[config.mk]
export PLATFORM = sky130hd
export DESIGN_NAME = lps_pin_select
export DESIGN_NICKNAME = d
export VERILOG_FILES = /design/src/include/lps_pkg.sv /design/src/logic/lps_pin_cell.sv /design/src/logic/lps_pin_select.sv
export SDC_FILE = /design/constraint.sdc
export NUM_CORES = 1
export LEC_CHECK = 0
export BUFFER_PORTS_ARGS = -buffer_cell sky130_fd_sc_hd__buf_2
export CORE_MARGIN = 1.5
export CORE_UTILIZATION = 49
export CTS_BUF_LIST = sky130_fd_sc_hd__clkbuf_4
export CTS_CLUSTER_DIAMETER = 150
export CTS_CLUSTER_SIZE = 16
export DETAILED_ROUTE_END_ITERATION = 12
export GPL_TIMING_DRIVEN = 1
export PLACE_DENSITY = 0.94
export SYNTH_ARGS = -nofsm -noshare
export SYNTH_HDL_FRONTEND = slang
export SYNTH_SLANG_ARGS = --single-unit
[constraint.sdc]
create_clock -name aclk -period 2.19 [get_ports aclk]
set_input_delay 0.657 -clock aclk [delete_from_list [all_inputs] [get_ports aclk]]
set_output_delay 0.657 -clock aclk [all_outputs]
set_load 0.01 [all_outputs]
[src/include/lps_pkg.sv]
// Constants, types and register map of the LCD pin function select block.
package lps_pkg;
   localparam int NUM_PINS = 20;
   localparam int NUM_LINES = 6;

   // Byte offsets within the slave's window
   localparam logic [3:0] OFS_ROLE = 4'h0;
   localparam logic [3:0] OFS_SEG_LOW = 4'h4;
   localparam logic [3:0] OFS_SEG_HIGH = 4'h8;
   localparam logic [3:0] OFS_CTRL = 4'hc;

   localparam logic [7:0] RST_ROLE = 8'h00;
   localparam logic [7:0] RST_SEG_LOW = 8'h00;
   localparam logic [5:0] RST_SEG_HIGH = 6'h00;
   localparam logic [5:0] RST_CTRL = 6'h00;

   localparam int SEG_HIGH_W = 6;
   localparam int CTRL_W = 6;
   localparam int ROLE_LINE4_SEL = 6;
   localparam int ROLE_LINE5_SEL = 7;
   localparam int CTRL_MASTER_EN = 0;
   localparam int CTRL_FRAME = 1;
   localparam int CTRL_LINE0_SEL = 2;

   localparam logic [1:0] RESP_OKAY = 2'h0;
   localparam logic [1:0] RESP_SLVERR = 2'h2;

   typedef enum logic [1:0] {
      LPS_LVL_VSS = 2'h0,
      LPS_LVL_BIAS_LOW = 2'h1,
      LPS_LVL_BIAS_HIGH = 2'h2,
      LPS_LVL_VDD = 2'h3
   } lps_level_t;

   typedef struct packed {
      logic master_en;
      logic frame;
   } lps_lcd_ctl_t;
endpackage

[src/logic/lps_pin_cell.sv]
// One shared pin: LCD drive level versus port/other-function pass-through.
`timescale 1ns/10ps
module lps_pin_cell (
   input wire logic aclk,                  // System clock
   input wire logic aresetn,               // Synchronous reset, active low
   input wire logic sel,                   // Pin handed to LCD drive
   input wire logic seg_role,              // 1 segment line, 0 common line
   input wire lps_pkg::lps_lcd_ctl_t ctl,  // Master enable and frame
   input wire logic port_bit,              // Pin-shared port data bit
   input wire logic other_out,             // Other-function output level
   input wire logic other_oe_n,            // Other-function output enable
   output lps_pkg::lps_level_t level,      // Analog drive level request
   output logic lcd_sel,                   // Pin owned by LCD driver
   output logic pad_out,                   // Digital pad output
   output logic pad_oe_n                   // Digital pad enable, low drives
);
   lps_pkg::lps_level_t next_level;
   logic next_lcd_sel;
   logic next_pad_out;
   logic next_pad_oe_n;
   logic up;

   always_comb begin
      up = seg_role ^ ~ctl.frame;
      next_lcd_sel = sel;
      next_level = lps_pkg::LPS_LVL_VSS;
      next_pad_out = other_out;
      next_pad_oe_n = other_oe_n;
      if (sel) begin
         // Digital driver is released so it cannot fight the analog level
         next_pad_out = 1'b0;
         next_pad_oe_n = 1'b1;
         if (!ctl.master_en) begin
            next_level = lps_pkg::LPS_LVL_VSS;
         end else if (up) begin
            next_level = port_bit ? lps_pkg::LPS_LVL_VDD : lps_pkg::LPS_LVL_BIAS_LOW;
         end else begin
            next_level = port_bit ? lps_pkg::LPS_LVL_VSS : lps_pkg::LPS_LVL_BIAS_HIGH;
         end
      end
   end

   always_ff @(posedge aclk) begin
      if (!aresetn) begin
         level <= lps_pkg::LPS_LVL_VSS;
         lcd_sel <= 1'b0;
         pad_out <= 1'b0;
         pad_oe_n <= 1'b1;
      end else begin
         level <= next_level;
         lcd_sel <= next_lcd_sel;
         pad_out <= next_pad_out;
         pad_oe_n <= next_pad_oe_n;
      end
   end
endmodule

[src/logic/lps_pin_select.sv]
// AXI4-Lite register bank and pin function selection for the software LCD driver.
`timescale 1ns/10ps
module lps_pin_select #(
   parameter int ADDR_W = 8
) (
   input wire logic aclk,                                     // System clock, 25 MHz
   input wire logic aresetn,                                  // Synchronous reset, active low
   input wire logic [ADDR_W-1:0] awaddr,                      // Write address
   input wire logic awvalid,                                  // Write address valid
   output logic awready,                                      // Write address ready
   input wire logic [31:0] wdata,                             // Write data
   input wire logic [3:0] wstrb,                              // Write byte strobes
   input wire logic wvalid,                                   // Write data valid
   output logic wready,                                       // Write data ready
   output logic [1:0] bresp,                                  // Write response
   output logic bvalid,                                       // Write response valid
   input wire logic bready,                                   // Write response ready
   input wire logic [ADDR_W-1:0] araddr,                      // Read address
   input wire logic arvalid,                                  // Read address valid
   output logic arready,                                      // Read address ready
   output logic [31:0] rdata,                                 // Read data
   output logic [1:0] rresp,                                  // Read response
   output logic rvalid,                                       // Read data valid
   input wire logic rready,                                   // Read data ready
   input wire logic [lps_pkg::NUM_PINS-1:0] port_data,        // Port data bits, same clock
   input wire logic [lps_pkg::NUM_PINS-1:0] other_out,        // Other-function levels
   input wire logic [lps_pkg::NUM_PINS-1:0] other_oe_n,       // Other-function enables
   output lps_pkg::lps_level_t [lps_pkg::NUM_PINS-1:0] lcd_level, // Drive level per pin
   output logic [lps_pkg::NUM_PINS-1:0] lcd_pin_select,       // Pin owned by LCD
   output logic [lps_pkg::NUM_PINS-1:0] pad_out,              // Digital pad output
   output logic [lps_pkg::NUM_PINS-1:0] pad_oe_n              // Digital pad enable, low drives
);
   if (ADDR_W < 4 || ADDR_W > 32) begin : g_bad_addr
      $error("ADDR_W must lie between 4 and 32");
   end

   // One-hot register hit: {ctrl, seg_high, seg_low, role}; zero when unmapped
   function automatic logic [3:0] reg_hit(input logic [ADDR_W-1:0] a);
      logic [3:0] h;
      h = 4'h0;
      if (a[ADDR_W-1:4] == '0) begin
         h[0] = (a[3:0] == lps_pkg::OFS_ROLE);
         h[1] = (a[3:0] == lps_pkg::OFS_SEG_LOW);
         h[2] = (a[3:0] == lps_pkg::OFS_SEG_HIGH);
         h[3] = (a[3:0] == lps_pkg::OFS_CTRL);
      end
      return h;
   endfunction

   // Register file
   logic [7:0] role;
   logic [7:0] seg_low;
   logic [lps_pkg::SEG_HIGH_W-1:0] seg_high;
   logic [lps_pkg::CTRL_W-1:0] ctrl;
   logic [7:0] next_role;
   logic [7:0] next_seg_low;
   logic [lps_pkg::SEG_HIGH_W-1:0] next_seg_high;
   logic [lps_pkg::CTRL_W-1:0] next_ctrl;

   // Write channel state
   logic aw_held, w_held;
   logic [ADDR_W-1:0] aw_addr;
   logic [7:0] w_byte;
   logic w_lane0;
   logic next_aw_held, next_w_held, next_w_lane0;
   logic [ADDR_W-1:0] next_aw_addr;
   logic [7:0] next_w_byte;
   logic next_awready, next_wready, next_bvalid;
   logic [1:0] next_bresp;
   logic wr_commit;
   logic [3:0] wr_hit;

   // Read channel state
   logic next_arready, next_rvalid;
   logic [31:0] next_rdata;
   logic [1:0] next_rresp;
   logic [3:0] rd_hit;

   always_comb begin
      wr_commit = aw_held & w_held & ~bvalid;
      wr_hit = reg_hit(aw_addr);
      next_aw_held = aw_held;
      next_w_held = w_held;
      next_aw_addr = aw_addr;
      next_w_byte = w_byte;
      next_w_lane0 = w_lane0;
      next_bvalid = bvalid;
      next_bresp = bresp;
      if (awvalid && awready) begin
         next_aw_held = 1'b1;
         next_aw_addr = awaddr;
      end
      if (wvalid && wready) begin
         next_w_held = 1'b1;
         next_w_byte = wdata[7:0];
         next_w_lane0 = wstrb[0];
      end
      if (bvalid && bready) begin
         next_bvalid = 1'b0;
      end
      if (wr_commit) begin
         next_aw_held = 1'b0;
         next_w_held = 1'b0;
         next_bvalid = 1'b1;
         next_bresp = (wr_hit == 4'h0) ? lps_pkg::RESP_SLVERR : lps_pkg::RESP_OKAY;
      end
      // Only one write in flight: no new address or data until the response is taken
      next_awready = ~next_aw_held & ~next_bvalid;
      next_wready = ~next_w_held & ~next_bvalid;
   end

   always_comb begin
      next_role = role;
      next_seg_low = seg_low;
      next_seg_high = seg_high;
      next_ctrl = ctrl;
      // Registers fit in one byte (seg_high and ctrl are 6 bits), so only lane 0 can change them
      if (wr_commit && w_lane0) begin
         if (wr_hit[0]) next_role = w_byte;
         if (wr_hit[1]) next_seg_low = w_byte;
         if (wr_hit[2]) next_seg_high = w_byte[lps_pkg::SEG_HIGH_W-1:0];
         if (wr_hit[3]) next_ctrl = w_byte[lps_pkg::CTRL_W-1:0];
      end
   end

   always_comb begin
      rd_hit = reg_hit(araddr);
      next_arready = arready;
      next_rvalid = rvalid;
      next_rdata = rdata;
      next_rresp = rresp;
      if (rvalid && rready) begin
         next_rvalid = 1'b0;
      end
      if (arvalid && arready) begin
         next_rvalid = 1'b1;
         next_rresp = (rd_hit == 4'h0) ? lps_pkg::RESP_SLVERR : lps_pkg::RESP_OKAY;
         next_rdata = 32'h0000_0000;
         unique case (1'b1)
            rd_hit[0]: next_rdata[7:0] = role;
            rd_hit[1]: next_rdata[7:0] = seg_low;
            rd_hit[2]: next_rdata[lps_pkg::SEG_HIGH_W-1:0] = seg_high;
            rd_hit[3]: next_rdata[lps_pkg::CTRL_W-1:0] = ctrl;
            default: next_rdata = 32'h0000_0000;
         endcase
      end
      next_arready = ~next_rvalid;
   end

   always_ff @(posedge aclk) begin
      if (!aresetn) begin
         role <= lps_pkg::RST_ROLE;
         seg_low <= lps_pkg::RST_SEG_LOW;
         seg_high <= lps_pkg::RST_SEG_HIGH;
         ctrl <= lps_pkg::RST_CTRL;
         aw_held <= 1'b0;
         w_held <= 1'b0;
         aw_addr <= '0;
         w_byte <= 8'h00;
         w_lane0 <= 1'b0;
         awready <= 1'b0;
         wready <= 1'b0;
         bvalid <= 1'b0;
         bresp <= 2'h0;
         arready <= 1'b0;
         rvalid <= 1'b0;
         rdata <= 32'h0000_0000;
         rresp <= 2'h0;
      end else begin
         role <= next_role;
         seg_low <= next_seg_low;
         seg_high <= next_seg_high;
         ctrl <= next_ctrl;
         aw_held <= next_aw_held;
         w_held <= next_w_held;
         aw_addr <= next_aw_addr;
         w_byte <= next_w_byte;
         w_lane0 <= next_w_lane0;
         awready <= next_awready;
         wready <= next_wready;
         bvalid <= next_bvalid;
         bresp <= next_bresp;
         arready <= next_arready;
         rvalid <= next_rvalid;
         rdata <= next_rdata;
         rresp <= next_rresp;
      end
   end

   // Pin map: lines 0..3 from control, 4..5 from role bits 6..7, then segments
   logic [lps_pkg::NUM_PINS-1:0] sel_vec;
   logic [lps_pkg::NUM_PINS-1:0] seg_role_vec;
   lps_pkg::lps_lcd_ctl_t lcd_ctl;

   always_comb begin
      sel_vec = {seg_high, seg_low, role[lps_pkg::ROLE_LINE5_SEL], role[lps_pkg::ROLE_LINE4_SEL],
                 ctrl[lps_pkg::CTRL_LINE0_SEL +: 4]};
      seg_role_vec = {{(lps_pkg::NUM_PINS - lps_pkg::NUM_LINES){1'b1}},
                      role[lps_pkg::NUM_LINES-1:0]};
      lcd_ctl.master_en = ctrl[lps_pkg::CTRL_MASTER_EN];
      lcd_ctl.frame = ctrl[lps_pkg::CTRL_FRAME];
   end

   for (genvar i = 0; i < lps_pkg::NUM_PINS; i++) begin : g_pin
      lps_pin_cell u_cell (
         .aclk(aclk),
         .aresetn(aresetn),
         .sel(sel_vec[i]),
         .seg_role(seg_role_vec[i]),
         .ctl(lcd_ctl),
         .port_bit(port_data[i]),
         .other_out(other_out[i]),
         .other_oe_n(other_oe_n[i]),
         .level(lcd_level[i]),
         .lcd_sel(lcd_pin_select[i]),
         .pad_out(pad_out[i]),
         .pad_oe_n(pad_oe_n[i])
      );
   end
endmodule

==> results.json, run 1 <==
{
  "status": "complete, no violations",
  "slew_viol_final": 0,
  "pin_count": 260,
  "vias": 4237,
  "worst_pin_slew_ns": 0.5907,
  "die-area_um2": 13050,
  "mappedNetlistArea_um2": 6061,
  "start_kind": "register",
  "hold_class": "input port to register",
  "routedWlPerCell_um": 14.91,
  "nFillCells": 1065,
  "cts_root_buf": "clkbuf_4",
  "post_cts_buffers": 0,
  "grt_max_degree": 63,
  "synthCells": 589,
  "final_cells": 913,
  "rows": 40,
  "yosysTopAreaCell": "dfxtp_1",
  "rsz0062_at_grt": "no",
  "track_usage_pct": 21.11,
  "drt_iter0_markers": 278,
  "antenna_found_initial": 0,
  "finalCriticalPeriod_ns": 1.744,
  "crit_path_end_kind": "register",
  "finalHoldViolations": 0,
  "clock_path_buffers": 2,
  "worstSetupPathType": "register to register",
  "start_util_pct": 50.25,
  "route.detailed.drc": 0,
  "ant_nets": 0,
  "synth.distinct_cells": 35,
  "die_x_um": 114.2,
  "cpMostUsedCell": "nor4_4",
  "leakagePower_nw": 3.364,
  "slew_headroom_pct": 60.32,
  "cp_top_family": "simple AND/OR/NAND/NOR gates",
  "grt_pass1_vias": 3970,
  "viasPerCell": 4.641,
  "required_ns": 2.65,
  "setup_slack_ns": 0.4464,
  "syn_avg_cell_area_um2": 10.29,
  "clkLatencyLatePin_ns": 0.53,
  "fin_crit_sh_pct": 79.61,
  "synth_area_leaders": "dfxtp_1 (54%), buf_4 (11%), nand2_1 (4.8%), and3b_1 (3.2%), and3_1 (3.1%)",
  "cts_inserted_buffers": 17,
  "core_um2": 12060,
  "antenna_cells": 0,
  "nNetsFinal": 852,
  "htreeDepth": 4,
  "yosys.area.top_type_share_pct": 53.51,
  "seq_area_frac_synth_pct": 53.51,
  "area_growth_pct": 15.03,
  "final_area_um2": 6972,
  "die_y_um": 114.2,
  "synth_warnings": 0,
  "drt_first_pass_iters": 4,
  "placed_area_um2": 6724,
  "place_inst": 882,
  "finalSetupTns_ns": 0,
  "critical_path_peak_fanout": 6,
  "max_cap_violations": 0,
  "crit_slowest_cell": "nor4_4",
  "cp_num_buf_inv": 0,
  "clk_pin_slew_ns": 0.14,
  "grt_pass1_wl_um": 20640,
  "worst_path_largest_cell_delay_ns": 0.54,
  "holdWs_ns": 0.3019,
  "peakVddDrop_mv": 0.3515,
  "ys_ff_latch": 162,
  "cts_resized": 0,
  "grt.overflow.total": 0,
  "arrival_ns": 2.20,
  "finalSetupViolations": 0,
  "cts_tree": "built",
  "fmax_mhz": 573.5,
  "dp_slack_ns": 0.3006,
  "p_per_area_nw_per_um2": 712.4,
  "path_cells": "nor4_4 > nand2_2 > nor4_4 > mux2i_1",
  "routed_wl_um": 13610,
  "place.gp.congestion": 0.7511,
  "cts.sinks": 162,
  "postCtsHoldBufs": 0,
  "numPortBuffers": 206,
  "dp_hpwl_um": 10040,
  "fin_worst_skew_ns": 0.01597,
  "drive_above_1_share_pct": 37.18
}
-- metal layers --
layer  GRT usage [%]  wire (µm)  share of wire (%)  vias up
met3           6.247       1053                7.7       11
met2           36.51       6928                 51      168
met1           24.65       5498                 40     1925
li1                -          -                  -     2133
met4           8.250        129               0.95        0
met5               0          0                  0        -
-- worst paths after layout --
| check | slack [ns] | cells past startpoint | endpoint | startpoint |
|---|---|---|---|---|
| setup / recovery | 0.45 | 4 | seg_high[0] | aw_addr[7] |
| hold / removal | 0.30 | 2 | g_pin[1].u_cell.pad_oe_n | other_oe_n[1] |
| setup reg to reg | 0.45 | 4 | seg_high[0] | aw_addr[7] |
| hold reg to reg | 0.47 | 2 | rdata[7] | rdata[7] |
-- where the power goes --
part / switching (mW) / internal (mW)
registers: 0.0271 / 3.01
clock network: 1.01 / 0.564
logic: 0.183 / 0.170
-- cell usage after synthesis (all sizes together) --
master and n:
nor4 3, xor2 6, nand2b 2, mux4 6
buf 89, nand3b 1, conb 1, o21ai 22
a21oi 1, clkbuf 26, nand4 3, and3b 22
nor3b 2, dfxtp 162, inv 7, nor2 20
o211a 1, a21boi 21, and2 17, nor3 2
nand2 79, or3b 20, or4b 1, mux2i 8
or4 2, a32o 6, xnor2 20, nand3 9
and3 30
-- layout by cell type, fill, tap and decap left out, types with 7 or more instances in the layout --
cell type / Yosys / layout
a21boi_0: 21 / 21
and2_1: 17 / 17
and3_1: 30 / 30
and3b_1: 22 / 22
buf_2: 2 / 206
buf_4: 86 / 7
clkbuf_4: 0 / 18
conb_1: 1 / 26
dfxtp_1: 162 / 162
inv_1: 7 / 7
mux2i_1: 8 / 8
nand2_1: 78 / 78
nand3_1: 9 / 9
nor2_1: 20 / 20
o21ai_0: 14 / 14
or3b_2: 20 / 20
xnor2_1: 20 / 20
-- state kept, by name, summed over array words and instances, names as in the netlist, 8 cells and up --
name and flops:
g_pin.u_cell.level 40, g_pin.u_cell.lcd_sel 20, w_byte 8, aw_addr 8, role 8, rdata 8
g_pin.u_cell.pad_out 20, g_pin.u_cell.pad_oe_n 20, seg_low 8
-- per-stage QoR --
| stage | utilization (%) | power [mW] |
|---|---|---|
| after floorplan | - | 3.378 |
| after global placement | 55.75 | 3.447 |
| after detailed placement | 55.75 | 3.458 |
| after CTS | 57.80 | 5.007 |
| after global routing | 57.80 | 5.192 |
| final | 57.80 | 4.967 |
-- cell families after synthesis --
family | count (synthesis) | share of synthesized area [%]
simple gates | 213 | 20.17
flops | 162 | 53.51
buf+inv | 122 | 13.05
compound gates | 51 | 5.904
xor+xnor | 26 | 3.757
mux | 14 | 3.551
other cells | 1 | 0.06187
-- layout make-up --
type,instances,area [µm²],share of cell area (%)
flip-flops and latches,162,3243,46.52
multi-input cells,330,2121,30.42
repair buffers,215,1124,16.12
well taps,168,210.2,3.015
clock buffers,18,135.1,1.938
clock inverters,13,112.6,1.615
inverters,7,26.28,0.3769
No activity file was read; power rests on OpenSTA's default activity.
==> run 2, diff against run 1 <==
- CORE_UTILIZATION: 49 -> 44
- PLACE_DENSITY: 0.94 -> 0.9
- clock period: 2.19 -> 1.4 ns (I/O delays scaled with it)
==> results.json, run 2 (synthesis gave the netlist of run 1 again) <==
{
  "layout_common_cells": "buf_2 (149), dfxtp_1 (104), nand2_1 (71), buf_6 (64), dfxtp_2 (58)",
  "cts_root_buf": "clkbuf_4",
  "placed_area_um2": 7041,
  "core_um2": 13350,
  "routedWlPerCell_um": 15.95,
  "p_clk_share_pct": 34.5,
  "cp-startpoint": "aw_addr[7]",
  "die_x_um": 120.4,
  "cts.sinks": 162,
  "track_usage_pct": 20.76,
  "pwr-share-comb_pct": 8.1,
  "r2r-end": "seg_low[2]",
  "area_growth_pct": 31.32,
  "required_ns": 1.88,
  "critical_path_peak_fanout": 8,
  "cts_tree": "built",
  "ant_nets": 0,
  "cp.depth": 4,
  "p_sw_share_pct": 23.89,
  "drt_first_pass_iters": 4,
  "crit_path_end": "seg_low[2]",
  "p_total_mw": 8.302,
  "setup_slack_ns": -0.2048,
  "top_register": "g_pin.u_cell.level",
  "reg2reg_depth": 4,
  "drt_iter0_markers": 236,
  "start_util_pct": 45.41,
  "rsz0062_at_grt": "yes",
  "grt_max_degree": 35,
  "cp_num_buf_inv": 0,
  "cp_top_family": "simple AND/OR/NAND/NOR gates",
  "violations": "negative setup slack",
  "clk_pin_slew_ns": 0.13,
  "die-area_um2": 14490,
  "grt_pass1_vias": 4396,
  "pwr-share-seq_pct": 57.4,
  "rows": 42,
  "grt_pass1_wl_um": 22720,
  "grt.overflow.total": 0,
  "final_area_um2": 7959,
  "antenna_found_initial": 0,
  "viasPerCell": 4.769,
  "max_cap_violations": 0,
  "final_common_cell": "buf_2",
  "dp_hpwl_um": 11270,
  "place.gp.congestion": 0.8161,
  "dp_slack_ns": -0.1973,
  "p_per_area_nw_per_um2": 1043,
  "whs_path_depth": 2,
  "vias": 4616,
  "fin_worst_skew_ns": 0.02694,
  "peakVddDrop_mv": 0.6664,
  "status": "finished with violations",
  "intPower_mw": 6.319,
  "clock_path_buffers": 2,
  "largest_reg_flops": 40,
  "cts_inserted_buffers": 17,
  "nFillCells": 1116,
  "worstSetupPathType": "register to register",
  "holdWs_ns": 0.04931,
  "pin_count": 260,
  "path_cells": "nor4_4 > nand2_2 > or4b_4 > o21ai_2",
  "slew_viol_final": 0,
  "crit_path_end_kind": "register",
  "fmax_mhz": 623.1,
  "die_y_um": 120.4,
  "p_switching_mw": 1.983,
  "drive_above_1_share_pct": 51.14,
  "fin_crit_sh_pct": 114.6,
  "clkLatencyLatePin_ns": 0.55,
  "nNetsFinal": 898,
  "antenna_cells": 0,
  "finalHoldViolations": 0,
  "reg2reg_from": "aw_addr[7]",
  "finalSetupViolations": 132,
  "leakagePower_nw": 3.747,
  "finalCriticalPeriod_ns": 1.605,
  "numPortBuffers": 206,
  "start_kind": "register",
  "htreeDepth": 4,
  "hold_class": "input port to register",
  "crit_slowest_cell": "or4b_4",
  "arrival_ns": 2.09,
  "routed_wl_um": 15440,
  "route.detailed.drc": 0,
  "regToRegSetupSlack_ns": -0.20,
  "worst_path_largest_cell_delay_ns": 0.61
}
[run 2: cell type report]
type                            count  area, µm²  share of cell area [%]
Clock buffer                       18      135.1                   1.698
Clock inverter                     14      161.4                   2.028
Multi-Input combinational cell    330       2223                   27.94
Inverter                            7      26.28                  0.3301
Tap cell                          176      220.2                   2.767
Sequential cell                   162       3316                   41.66
Timing Repair Buffer              261       1877                   23.58
[run 2: metrics by stage]
stage          util [%]  TNS (ns)  std cells
4_1_cts           57.51    -7.949        965
2_1_floorplan         -    -2.261        614
5_1_grt           59.63    -15.35        968
6_report          59.63    -4.375        968
3_3_place_gp      52.75    -1.994        926
3_5_place_dp      52.75    -3.285        926
[run 2: worst min-delay path by stage]
| stage | endpoint | from |
|---|---|---|
| floorplan | awready | aw_held |
| global placement | rdata[7] | rdata[7] |
| detailed placement | rdata[6] | rdata[6] |
| CTS | g_pin[8].u_cell.pad_oe_n | other_oe_n[8] |
| global route | g_pin[8].u_cell.pad_oe_n | other_oe_n[8] |
| finish | g_pin[16].u_cell.pad_oe_n | other_oe_n[16] |
[run 2: power by group through the flow]
stage,clock network [mW],registers [mW],logic [mW]
after floorplan,0,4.86,0.430
after global placement,0,4.85,0.587
after detailed placement,0,4.86,0.599
after CTS,2.92,4.76,0.636
after global routing,3.11,4.78,0.731
final,2.87,4.77,0.669
[run 2: worst register-to-register path: cells and delay by family, from the launching register on]
family	cells	cell delay (ns)
compound gates	1	0.16
flops	1	0.36
simple gates	3	1.02
[run 2: timing repair]
| item | in CTS | in global routing |
|---|---|---|
| gates resized for setup | 87 | 79 |
| pin swaps | 6 | 9 |
| setup endpoints to repair | 135 | 144 |
| endpoints found under the hold margin | 0 | 0 |
| cloned | 1 | 1 |
| hold buffers | 0 | 0 |
| buffers inserted | 7 | 2 |
[run 2: layer usage]
metal  up-vias  part of all wire, %  track usage, %
li1       2230                    -               -
met1      2169                   40           23.66
met2       182                   51           36.83
met3        35                  6.7           6.274
met4         0                  2.3           7.132
met5         -                    0               0
